===== config.mk =====
export PLATFORM = sky130hd
export DESIGN_NAME = btc_exec
export DESIGN_NICKNAME = d
export VERILOG_FILES = /design/src/btc_pkg.sv /design/src/btc_exec.sv /design/src/btc_stack_mem.sv
export VERILOG_INCLUDE_DIRS = /design/src /design/src/src
export SDC_FILE = /design/constraint.sdc
export NUM_CORES = 1
export LEC_CHECK = 0
export BUFFER_PORTS_ARGS = -buffer_cell sky130_fd_sc_hd__buf_2
export CAP_MARGIN = 20
export CORE_ASPECT_RATIO = 1.2
export CORE_UTILIZATION = 50
export CTS_CLUSTER_DIAMETER = 80
export DETAILED_ROUTE_END_ITERATION = 6
export PLACE_DENSITY = 0.83
export SYNTH_ARGS = -nofsm -noshare
export SYNTH_HDL_FRONTEND = slang
export SYNTH_SLANG_ARGS = --single-unit

===== constraint.sdc =====
create_clock -name clk_sys -period 4.86 [get_ports clk_sys]
set_input_delay 0 -clock clk_sys [delete_from_list [all_inputs] [get_ports clk_sys]]
set_output_delay 0 -clock clk_sys [all_outputs]
set_load 0.02 [all_outputs]

===== src/btc_defines.svh =====
// Constants for the bit-test, call and clear execution slice
`ifndef BTC_DEFINES_SVH
`define BTC_DEFINES_SVH
`define BTC_PC_W         11
`define BTC_RAM_AW       7
`define BTC_PC_HI_LSB    8
`define BTC_TABLE_HIGH_POINTER_LOW_W   3
`define BTC_STACK_AW     3
`define BTC_ACC_RST      8'h00
`define BTC_PC_RST       11'h000
`define BTC_SP_RST       3'h0
`define BTC_CALL_CYCLES  2
`define BTC_SKIP_CYCLES  2
`endif


===== src/btc_pkg.sv =====
// Types for the bit-test, call and clear execution slice
package btc_pkg;
  typedef enum logic [2:0] {
    BTC_OP_NOP      = 3'h0,
    BTC_OP_SKIP_CLR = 3'h1,
    BTC_OP_SKIP_SET = 3'h2,
    BTC_OP_CALL     = 3'h3,
    BTC_OP_CLR_ACC  = 3'h4,
    BTC_OP_CLR_REG  = 3'h5,
    BTC_OP_COMP_REG = 3'h6
  } btc_op_t;

  typedef struct packed {
    btc_op_t    op;
    logic [6:0] addr;
    logic [2:0] bit_idx;
    logic       dest;
  } btc_instr_t;

  typedef struct packed {
    logic        we;
    logic [6:0]  addr;
    logic [7:0]  data;
  } btc_wr_t;

  typedef enum logic [1:0] {
    BTC_ST_EXEC = 2'h0,
    BTC_ST_FLUSH = 2'h1,
    BTC_ST_CALL2 = 2'h2
  } btc_state_t;
endpackage


===== src/btc_exec.sv =====
// Execution core for bit-test skips, indirect call and clear/complement ops
`timescale 1ns/10ps
`include "btc_defines.svh"
module btc_exec #(
  parameter int PC_W  = `BTC_PC_W,
  parameter int STK_AW = `BTC_STACK_AW
) (
  input  wire logic                clk_sys,
  input  wire logic                sys_rst,
  input  wire btc_pkg::btc_instr_t instr,
  input  wire logic                instr_valid,
  input  wire logic [7:0]          reg_rdata,
  input  wire logic [7:0]          table_high_pointer,
  output logic [PC_W-1:0]          pc_out,
  output logic [7:0]               acc_out,
  output logic                     zero_flag,
  output btc_pkg::btc_wr_t         reg_wr,
  output logic [STK_AW-1:0]        stack_ptr,
  output logic [PC_W-1:0]          stack_top,
  output logic                     busy,
  output logic                     nop_slot
);
  // ==========================================================
  // State
  btc_pkg::btc_state_t   state_r, state_nxt;
  logic [PC_W-1:0]       pc_r, pc_nxt;
  logic [7:0]            acc_r, acc_nxt;
  logic                  z_r, z_nxt;
  btc_pkg::btc_wr_t      wr_r, wr_nxt;
  logic [STK_AW-1:0]     sp_r, sp_nxt;
  logic                  nop_r, nop_nxt;

  // ==========================================================
  // Decode
  // Inputs come from logic on this clock, so no synchronisers
  wire btc_pkg::btc_op_t op      = instr.op;
  wire logic             go      = instr_valid && (state_r == btc_pkg::BTC_ST_EXEC);
  // Read data must belong to instr.addr in the take cycle
  // Address is 7 bits and index 3 bits, so the whole operand range fits
  wire logic             tbit    = reg_rdata[instr.bit_idx];
  wire logic             skip_c  = (op == btc_pkg::BTC_OP_SKIP_CLR) && !tbit;
  wire logic             skip_s  = (op == btc_pkg::BTC_OP_SKIP_SET) && tbit;
  wire logic             skip    = go && (skip_c || skip_s);
  wire logic             call    = go && (op == btc_pkg::BTC_OP_CALL);
  wire logic [7:0]       inv     = ~reg_rdata;
  // Counter wraps at the top of program space
  wire logic [PC_W-1:0]  pc_inc  = PC_W'(pc_r + 1'b1);
  // Pointer and accumulator are taken in the second call cycle
  wire logic [PC_W-1:0]  call_pc = PC_W'({table_high_pointer[`BTC_TABLE_HIGH_POINTER_LOW_W-1:0],
                                          acc_r});
  wire logic             push    = call;
  wire logic [STK_AW-1:0] sp_inc = STK_AW'(sp_r + 1'b1);

  // Read slot wraps with the pointer, so the newest entry shows after eight calls
  wire logic [STK_AW-1:0] rd_slot = STK_AW'(sp_nxt - 1'b1);

  // ==========================================================
  // Next state
  always_comb begin
    state_nxt = btc_pkg::BTC_ST_EXEC;
    pc_nxt    = pc_r;
    acc_nxt   = acc_r;
    z_nxt     = z_r;
    wr_nxt    = '0;
    sp_nxt    = sp_r;
    nop_nxt   = 1'b0;
    unique case (state_r)
      btc_pkg::BTC_ST_EXEC: begin
        if (go) begin
          pc_nxt = pc_inc;
          unique case (op)
            btc_pkg::BTC_OP_SKIP_CLR,
            btc_pkg::BTC_OP_SKIP_SET: begin
              // A skip never writes a register or the flags
              if (skip) begin
                state_nxt = btc_pkg::BTC_ST_FLUSH;
              end
            end
            btc_pkg::BTC_OP_CALL: begin
              sp_nxt    = sp_inc;
              state_nxt = btc_pkg::BTC_ST_CALL2;
            end
            btc_pkg::BTC_OP_CLR_ACC: begin
              acc_nxt = `BTC_ACC_RST;
              z_nxt   = 1'b1;
            end
            btc_pkg::BTC_OP_CLR_REG: begin
              wr_nxt = '{we: 1'b1, addr: instr.addr, data: 8'h00};
              z_nxt  = 1'b1;
            end
            btc_pkg::BTC_OP_COMP_REG: begin
              if (instr.dest) begin
                wr_nxt = '{we: 1'b1, addr: instr.addr, data: inv};
              end else begin
                acc_nxt = inv;
              end
              z_nxt = (inv == 8'h00);
            end
            btc_pkg::BTC_OP_NOP: begin
            end
            default: begin
            end
          endcase
        end
      end
      btc_pkg::BTC_ST_FLUSH: begin
        // Prefetched word dropped; slot runs as NOP
        pc_nxt  = pc_inc;
        nop_nxt = 1'b1;
      end
      btc_pkg::BTC_ST_CALL2: begin
        pc_nxt = call_pc;
      end
      default: begin
      end
    endcase
  end

  // ==========================================================
  // Return stack
  // Eight entries; a ninth call overwrites the oldest
  btc_stack_mem #(
    .AW (STK_AW),
    .DW (PC_W)
  ) u_stack (
    .clk_sys (clk_sys),
    .we      (push),
    .waddr   (sp_r),
    .wdata   (pc_inc),
    .raddr   (rd_slot),
    .rdata   (stack_top)
  );

  // ==========================================================
  // Registers
  always_ff @(posedge clk_sys) begin
    if (sys_rst) begin
      state_r <= btc_pkg::BTC_ST_EXEC;
    end else begin
      state_r <= state_nxt;
    end
  end

  always_ff @(posedge clk_sys) begin
    if (sys_rst) begin
      pc_r <= `BTC_PC_RST;
    end else begin
      pc_r <= pc_nxt;
    end
  end

  always_ff @(posedge clk_sys) begin
    if (sys_rst) begin
      acc_r <= `BTC_ACC_RST;
    end else begin
      acc_r <= acc_nxt;
    end
  end

  always_ff @(posedge clk_sys) begin
    if (sys_rst) begin
      z_r <= 1'b0;
    end else begin
      z_r <= z_nxt;
    end
  end

  always_ff @(posedge clk_sys) begin
    if (sys_rst) begin
      wr_r <= '0;
    end else begin
      wr_r <= wr_nxt;
    end
  end

  always_ff @(posedge clk_sys) begin
    if (sys_rst) begin
      sp_r <= `BTC_SP_RST;
    end else begin
      sp_r <= sp_nxt;
    end
  end

  always_ff @(posedge clk_sys) begin
    if (sys_rst) begin
      nop_r <= 1'b0;
    end else begin
      nop_r <= nop_nxt;
    end
  end

  // ==========================================================
  // Outputs
  // Taken from the next state so busy covers the FLUSH or CALL2 cycle
  logic busy_r;
  always_ff @(posedge clk_sys) begin
    if (sys_rst) begin
      busy_r <= 1'b0;
    end else begin
      busy_r <= (state_nxt != btc_pkg::BTC_ST_EXEC);
    end
  end

  assign pc_out    = pc_r;
  assign acc_out   = acc_r;
  assign zero_flag = z_r;
  assign reg_wr    = wr_r;
  assign stack_ptr = sp_r;
  assign busy      = busy_r;
  assign nop_slot  = nop_r;
endmodule


===== src/btc_stack_mem.sv =====
// Return address stack memory with registered read data
`timescale 1ns/10ps
module btc_stack_mem #(
  parameter int AW = 3,
  parameter int DW = 11
) (
  input  wire logic          clk_sys,
  input  wire logic          we,
  input  wire logic [AW-1:0] waddr,
  input  wire logic [DW-1:0] wdata,
  input  wire logic [AW-1:0] raddr,
  output logic      [DW-1:0] rdata
);
  logic [DW-1:0] mem [2**AW];

  always_ff @(posedge clk_sys) begin
    if (we) begin
      mem[waddr] <= wdata;
    end
    rdata <= mem[raddr];
  end
endmodule


Yosys cells after proc, flatten, opt, wreduce, memory -nomap -nowiden
Memories as Yosys holds them, arrays and structs flattened. A register that Yosys moved wholly into a read port is not among the register bits.
Index checks and enable logic that the tools add are counted.
{"block": "classes", "reduce_logical": 19, "bitwise_logic": 3, "addsub": 3, "n_eq_ne": 10, "n_mux": 19, "order_cmp": 1}
{"operator": "11-bit one-hot mux with 3 select lines", "count": 1}
{"operator": "16-bit one-hot mux with 2 select lines", "count": 1}
{"operator": "16-bit two-way mux", "count": 1}
{"operator": "8-bit one-hot mux with 2 select lines", "count": 1}
{"operator": "11-bit by 1-bit adder with 11-bit output (second input constant)", "count": 1}
{"operator": "11-bit two-way mux", "count": 1}
{"operator": "3-bit == test (second input constant)", "count": 3}
{"operator": "3-bit two-way mux", "count": 3}
{"operator": "8-bit logical NOT", "count": 1}
{"operator": "8-bit two-way mux", "count": 1}
{"operator": "8-bit NOT", "count": 1}
{"operator": "3-bit by 2-bit == test with 1-bit output (second input constant)", "count": 2}
{"operator": "2-bit nonzero test", "count": 3}
{"operator": "1-bit logical AND", "count": 5}
{"operator": "1-bit two-way mux", "count": 5}
{"operator": "3-bit by 4-bit < comparator with 1-bit output (second input constant)", "count": 1}
{"operator": "2-bit two-way mux", "count": 2}
{"operator": "2-bit inequality test (second input constant)", "count": 2}
{"operator": "2-bit one-hot mux with 2 select lines", "count": 1}
{"operator": "4-bit AND reduction", "count": 1}
{"operator": "2-bit OR reduction", "count": 2}
{"operator": "3-bit by 1-bit adder with 3-bit output (second input constant)", "count": 1}
{"operator": "1-bit binary-select mux with 3-bit select", "count": 1}
{"operator": "3-bit by 1-bit == test with 1-bit output (second input constant)", "count": 1}
{"operator": "other kinds (12)", "count": 13}
{"block": "totals", "out_inout_bits": 52, "input_bits": 33, "wordCells": 66, "ramBits": 88, "n_memories": 1, "register_bits": 43}
{"name": "u_stack.mem", "words": 8, "word_bits": 11, "rd": 1, "rd_ports_with_merged_regs": 1, "write_ports": 1, "line_no": "btc_stack_mem.sv:14", "source": "logic [DW-1:0] mem [2**AW];"}

Depth between registers and ports, before layout
Gate-level depths: netlist (run 1).
{"block": "logic_depth", "ltp_word": 11, "depth_mapped": 11, "mapped_depth_nobuf": 7}

By module
A second synthesis (run 1) with hierarchy kept.
{"block": "unflattened", "cells_unflattened": 361, "hier_area_um2": 5577.8}
{"module": "btc_stack_mem", "instances": 1, "seq_area_each_um2": 2862.7, "cells_per_inst": 150, "area_per_inst_um2": 3657.3}
{"module": "btc_exec", "instances": 1, "seq_area_each_um2": 860.8, "cells_per_inst": 211, "area_per_inst_um2": 1920.6}

Worst setup path before layout (run 1)
OpenSTA, ideal clock, no wires.
{"block": "synth_timing", "kind": "reg2reg", "from": "reg state_r[1]", "to": "reg u_stack.rdata[0], read port of u_stack.mem", "required_ps": 4739, "n_path_buf": 4, "path_slack_ps": 1425, "setup_ps": 121, "t_arrival_ps": 3314, "period_less_slack_ps": 3435, "path_stages_with_launch": 11, "path_cell_list": "dfxtp_1 > or4b_4 > nor2_8 > xnor2_4 > buf_6 > buf_1 > ha_1 > clkbuf_1 > clkbuf_1 > mux4_1 > mux2_2"}
{"block": "synth_between", "elab_chain_len": 5}
{"item": "start, declared", "line_no": "btc_exec.sv:25", "source": "btc_pkg::btc_state_t state_r, state_nxt;"}
{"item": "start signal, assigned", "line_no": "btc_exec.sv:138", "source": "state_r <= btc_pkg::BTC_ST_EXEC;"}
{"item": "start signal, assigned", "line_no": "btc_exec.sv:140", "source": "state_r <= state_nxt;"}
{"item": "2-bit logical NOT *", "line_no": "btc_exec.sv:37, btc_exec.sv:67"}
{"item": "1-bit logical AND", "line_no": "btc_exec.sv:37", "source": "wire logic go = instr_valid && (state_r == btc_pkg::BTC_ST_EXEC);"}
{"item": "3-bit two-way mux", "line_no": "btc_exec.sv:69", "source": "if (go) begin"}
{"item": "3-bit two-way mux *", "line_no": "btc_exec.sv:67", "source": "unique case (state_r)"}
{"item": "3-bit by 1-bit subtractor with 3-bit output *", "line_no": "btc_exec.sv:55", "source": "wire logic [STK_AW-1:0] rd_slot = STK_AW'(sp_nxt - 1'b1);"}
{"item": "end, declared", "line_no": "btc_stack_mem.sv:12", "source": "output logic [DW-1:0] rdata"}
Mark *: on every way between the ends. The rest lies on a longest branch, timed or not.
A chain may end at the register's enable or synchronous reset.

Worst setup path after layout (run 1)
{"block": "layout_timing", "from": "reg state_r[1]", "to": "reg u_stack.rdata[6], read port of u_stack.mem"}
Same word-level chain as after synthesis.

==> flow_summary.json, run 1 <==
{
  "outcome": "complete, no violations",
  "antenna_found_initial": 0,
  "tritoncts": "built",
  "final_design_area_no_fill_mm2": 0.00684,
  "drt_wl_total_mm": 11.2,
  "synth-simple-area-share_pct": 9.17,
  "detail_route.drc_violations": 0,
  "criticalPathCategory": "reg -> reg",
  "ys_async_sr_fraction_pct": 0,
  "area_growth_from_synthesis_to_final_layout_pct": 25.0,
  "postLayoutCoreUtil_pct": 64.7,
  "cts.path.max_buffers": 2,
  "worstHoldPathType": "in -> reg",
  "crit_fanout": 33,
  "syn_inst": 373,
  "synth_top_family_by_area": "multiplexers",
  "crit_path_start_kind": "flip-flop",
  "vias_per_cell": 5.55,
  "cp_data_arrival_time_ns": 3.13,
  "synthAdderAreaFrac_pct": 0.686,
  "synth-compound-area-share_pct": 3.82,
  "final_period_minus_worst_setup_slack_ns": 2.83,
  "drive_above_1_share_pct": 28.4,
  "number_of_synthesized_flops_with_an_enable_pin": 88,
  "synthDominantAreaCellType": "edfxtp_1",
  "grt_overflow": 0,
  "clk_pin_slew_ns": 0.06,
  "die_span_in_y_um": 117,
  "cts_inserted_buffers": 17,
  "clock-skew-final_ns": 0.00635,
  "detail_route.iter0.violations": 195,
  "fin_setup_tns_ns": 0,
  "final_min_period_over_clock_period_pct": 58.3,
  "antenna_cells": 0,
  "synth.area.mux_share_pct": 14.5,
  "ant_nets": 0,
  "cp_data_required_time_ns": 5.16,
  "core_region_area_mm2": 0.0106,
  "synth_ff_type": "edfxtp_1",
  "synth-xor-area-share_pct": 2.26,
  "leakage_nw": 2.59,
  "dieWidth_um": 97.5,
  "grt_pass1_wl_mm": 18.1,
  "io_pins": 85,
  "slew_headroom_pct": 38.3,
  "synthesis.nets": 409,
  "route.vias.total": 3507,
  "synthesized_area_mm2": 0.00547,
  "final-max-slew-violation-count": 0,
  "insertion_delay_ns": 0.41,
  "design.die.area_mm2": 0.0114,
  "fp-row-count": 41,
  "fmax_mhz": 353,
  "max-cap-violations": 0,
  "port_buffers": 79,
  "peakVddDrop_v": 0.000267,
  "place_hpwl_mm": 6.79,
  "num-nets-final": 526,
  "yosysWarningCount": 0,
  "routedWlPerCell_um": 17.6,
  "yosys_register_bits": 142,
  "power.density_cell_area_mw_per_mm2": 385,
  "netlist.area_leader.share_pct": 48.3,
  "first_global_vias": 3695,
  "ys_seq_area_share_pct": 68.1,
  "crit_path_end_kind": "flip-flop",
  "grt_setup_unrepaired": "no",
  "regToRegSetupSlack_ns": 2.03,
  "timing.final.setup_violations": 0,
  "netlist_top_cells_area": "edfxtp_1, dfxtp_1, mux2i_1",
  "timing_worst_slew_pin_value_ns": 0.918,
  "track_usage_pct": 21.5,
  "dr.pass1.iters": 4,
  "detailed_place.area_mm2": 0.00604,
  "htree_num_levels": 4,
  "global_placement_routability_congestion": 0.767,
  "hold_viol_final": 0,
  "pin_count_of_the_biggest_net_entering_global_routing": 34,
  "effective_utilization_at_floorplan_pct": 51.8,
  "total_power_mw": 2.63,
  "tritoncts_num_sinks": 142,
  "cts.root.buffer_cell": "clkbuf_16",
  "syn_area_per_cell_um2": 14.7,
  "yosys.cell_types.count": 34
}
==> synth_stat cells (5+ instances only) <==
cell type  number
xor2_1          6
nor2_1         37
xnor2_1         5
mux2i_1        37
a22oi_1         7
mux4_2         11
edfxtp_1       88
clkbuf_1       12
and2_1          8
nand2_1        14
inv_1           5
nor3_1         16
nor4_1          5
dfxtp_1        54
nand3_1         6
a21oi_1        20
mux2_2         11
==> power by group <==
| part | switching (mW) | internal (mW) |
|---|---|---|
| logic | 0.0887 | 0.0740 |
| registers | 0.00845 | 1.29 |
| clock network | 0.450 | 0.723 |
==> path summary, 6_finish.rpt <==
kind | from | end | cells after the start
max | state_r[1] | u_stack.rdata[6] | 7
min | sys_rst | acc_out[0] | 2
max reg2reg | state_r[1] | u_stack.rdata[6] | 7
min reg2reg | pc_out[1] | pc_out[1] | 2
==> layout make-up <==
cell class	instances	area, um^2
clock inverter	8	67.6
inverter	5	18.8
multi-input combinational	212	1680
timing repair buffer	112	712
fill	747	3730
tap	129	161
clock buffer	24	472
sequential	142	3720
==> kinds of logic (layout without fill, tap and decap cells) <==
group,Yosys count,count (layout)
flops,142,142
simple gates,101,101
mux,61,61
compound gates,35,35
buf+inv,19,149
xor+xnor,12,12
fa+ha+maj,3,3
==> cell usage in the layout (no fill, tap or decap), types with 2 or more instances in the layout <==
cell type,instances
clkbuf_8,2
clkbuf_1,5
ha_1,3
nor3_1,16
nand2b_1,2
buf_2,79
nand3_1,6
clkbuf_16,17
nor3b_1,3
nand4_1,2
buf_4,7
clkinvlp_4,2
mux4_1,2
mux4_2,11
a22oi_1,7
dfxtp_1,54
o2bb2ai_1,2
buf_6,3
clkinv_2,3
mux2i_1,37
xnor2_1,5
or2_2,3
nor4_1,4
nor2b_1,3
inv_1,5
a21oi_1,20
dlygate4sd3_1,23
clkinv_1,2
and2_1,8
o21ai_0,3
nand2_1,14
mux2_2,11
xor2_1,6
nor2_1,37
edfxtp_1,88
==> routing by layer <==
layer	GRT usage, %	vias up	part of all wire, %
met5	0	-	0
met1	22.0	1699	37
met3	7.60	31	6.0
met4	12.1	0	3.3
li1	-	1640	-
met2	38.4	137	53
==> flip-flops by register name, summed over array words and instances (netlist names), 2 cells and up <==
| register | count |
|---|---|
| stack_ptr | 3 |
| state_r | 2 |
| acc_out | 8 |
| u_stack.rdata | 11 |
| reg_wr | 16 |
| u_stack.mem | 88 |
| pc_out | 11 |
==> what timing repair did <==
item	in CTS	in global routing
hold buffers	23	0
setup buffers	0	0
resized for setup	0	0
endpoints found under the hold margin	30	0
==> critical path, stage by stage, from the launching register on <==
cell and delay (ns):
dfxtp_1 0.35, or4b_4 0.59, nor2_8 0.15, mux2i_1 0.30
ha_1 0.18, buf_4 0.44, mux4_2 0.40, mux2_2 0.28
==> through the flow <==
stage / cells / setup slack, ns / hold slack (ns)
floorplan: 373 / 1.43 / 0.0724
global placement: 574 / 2.12 / 0.201
detailed placement: 575 / 2.06 / 0.202
CTS: 630 / 2.04 / 0.00658
global route: 632 / 1.90 / 0.0320
finish: 632 / 2.03 / 0.0241
No activity file was read; power rests on OpenSTA's default activity.
==> run 2, diff against run 1 <==
--- a/config.mk
+++ b/config.mk
@@ -12,7 +12,7 @@
 export CORE_UTILIZATION = 50
 export CTS_CLUSTER_DIAMETER = 80
 export DETAILED_ROUTE_END_ITERATION = 6
-export PLACE_DENSITY = 0.83
+export PLACE_DENSITY = 0.85
 export SYNTH_ARGS = -nofsm -noshare
 export SYNTH_HDL_FRONTEND = slang
 export SYNTH_SLANG_ARGS = --single-unit
==> constraint.sdc (replaced) <==
create_clock -name clk_sys -period 2.5 [get_ports clk_sys]
set_input_delay 0 -clock clk_sys [delete_from_list [all_inputs] [get_ports clk_sys]]
set_output_delay 0 -clock clk_sys [all_outputs]
set_load 0.02 [all_outputs]
==> flow_summary.json, run 2 (same netlist as run 1, synthesis figures left out) <==
{
  "power.density_cell_area_mw_per_mm2": 770,
  "leakage_nw": 2.76,
  "crit_path_start_kind": "flip-flop",
  "dieWidth_um": 97.5,
  "registers.top_by_ff_count": "u_stack.mem",
  "cp_common_cell": "mux2i_1",
  "htree_num_levels": 4,
  "timing.final.setup_violations": 0,
  "largest_register_ffs": 88,
  "cp_data_required_time_ns": 2.79,
  "final-max-slew-violation-count": 0,
  "core_region_area_mm2": 0.0106,
  "drt_wl_total_mm": 12.2,
  "clk_pin_slew_ns": 0.06,
  "port_buffers": 79,
  "grt_pass1_wl_mm": 19.0,
  "io_pins": 85,
  "tritoncts": "built",
  "grt_overflow": 0,
  "fmax_mhz": 400,
  "routedWlPerCell_um": 18.8,
  "cp_data_arrival_time_ns": 2.79,
  "worstPathCellList": "or4b_4 > nor2_8 > mux2i_4 > ha_4 > buf_4 > mux2i_1 > mux2i_1 > mux2_2",
  "criticalPathCategory": "reg -> reg",
  "total_power_mw": 5.49,
  "antenna_cells": 0,
  "final_critical_path_setup_slack_ns": 0.0000739,
  "mostFrequentLayoutCell": "edfxtp_1",
  "design.die.area_mm2": 0.0114,
  "first_global_vias": 3805,
  "effective_utilization_at_floorplan_pct": 51.8,
  "ant_nets": 0,
  "final_min_period_over_clock_period_pct": 100,
  "crit_fanout": 7,
  "tritoncts_num_sinks": 142,
  "postLayoutCoreUtil_pct": 67.5,
  "cts.path.max_buffers": 2,
  "hold_viol_final": 0,
  "drive_above_1_share_pct": 32.5,
  "die_span_in_y_um": 117,
  "detailed_place.area_mm2": 0.00618,
  "worst-path-buf-inv": 1,
  "final_design_area_no_fill_mm2": 0.00713,
  "detail_route.iter0.violations": 208,
  "track_usage_pct": 22.7,
  "grt_setup_unrepaired": "yes",
  "fp-row-count": 41,
  "layout.cells.most_common_list": "edfxtp_1, buf_2, dfxtp_1",
  "vias_per_cell": 5.58,
  "insertion_delay_ns": 0.41,
  "final_period_minus_worst_setup_slack_ns": 2.50,
  "antenna_found_initial": 0,
  "worstHoldPathType": "in -> reg",
  "dpl_worst_slack_ns": -0.0948,
  "slew_headroom_pct": 46.5,
  "place_hpwl_mm": 7.03,
  "cts_inserted_buffers": 17,
  "outcome": "complete, no violations",
  "num-nets-final": 540,
  "area_growth_from_synthesis_to_final_layout_pct": 30.4,
  "dr.pass1.iters": 5,
  "num-fill-cells": 659,
  "critical_path.slowest_cell": "or4b_4",
  "global_placement_routability_congestion": 0.774,
  "timing.critical_path.slowest_cell_delay_ns": 0.58,
  "route.vias.total": 3603,
  "cts.root.buffer_cell": "clkbuf_16",
  "timing_worst_slew_pin_value_ns": 0.801,
  "detail_route.drc_violations": 0,
  "cpLargestDelayFamily": "multiplexers",
  "crit_path_end_kind": "flip-flop",
  "clock-skew-final_ns": 0.0110,
  "max-cap-violations": 0,
  "peakVddDrop_v": 0.000512,
  "pin_count_of_the_biggest_net_entering_global_routing": 29
}
-- run 2: metal layers --
layer	track usage, %	vias up	share of wire [%]
li1	-	1668	-
met1	23.4	1741	37
met2	41.9	162	54
met3	6.52	32	5.8
met4	12.4	0	3.0
met5	0	-	0
-- run 2: through the flow --
step           setup TNS [ns]  hold slack, ns  cells
3_5_place_dp           -0.765           0.206    588
3_3_place_gp           -0.180           0.201    588
4_1_cts                     0          0.0220    644
2_1_floorplan           -2.71          0.0724    373
5_1_grt                -0.576          0.0518    646
6_report                    0          0.0367    646
-- run 2: final timing paths --
kind	from	endpoint	slack [ns]	depth (start not counted)
worst max-delay path	state_r[1]	u_stack.rdata[1]	0.00007	8
worst min register to register	acc_out[1]	acc_out[1]	0.53	2
worst min-delay path	sys_rst	acc_out[1]	0.04	2
worst max register to register	state_r[1]	u_stack.rdata[1]	0.00007	8
-- run 2: area by class of cell --
| type | count | area (um^2) | area share (%) |
|---|---|---|---|
| clock buffer | 24 | 539 | 7.56 |
| clock inverter | 8 | 97.6 | 1.37 |
| inverter | 5 | 18.8 | 0.263 |
| multi-input combinational | 212 | 1730 | 24.2 |
| sequential | 142 | 3720 | 52.2 |
| tap | 129 | 161 | 2.26 |
| timing repair buffer | 126 | 861 | 12.1 |
-- run 2: what timing repair did --
item / CTS / global route
setup endpoints to repair: 11 / 11
hold endpoints to repair: 30 / 0
pin swaps: 2 / 0
gates resized for setup: 3 / 6
cloned: 0 / 1
setup buffers: 1 / 1
hold buffers: 23 / 0
-- run 2: report_power, final --
part | switching [mW] | internal [mW] | total (mW)
combinational | 0.187 | 0.176 | 0.363
clock | 0.902 | 1.71 | 2.61
sequential | 0.0133 | 2.50 | 2.52
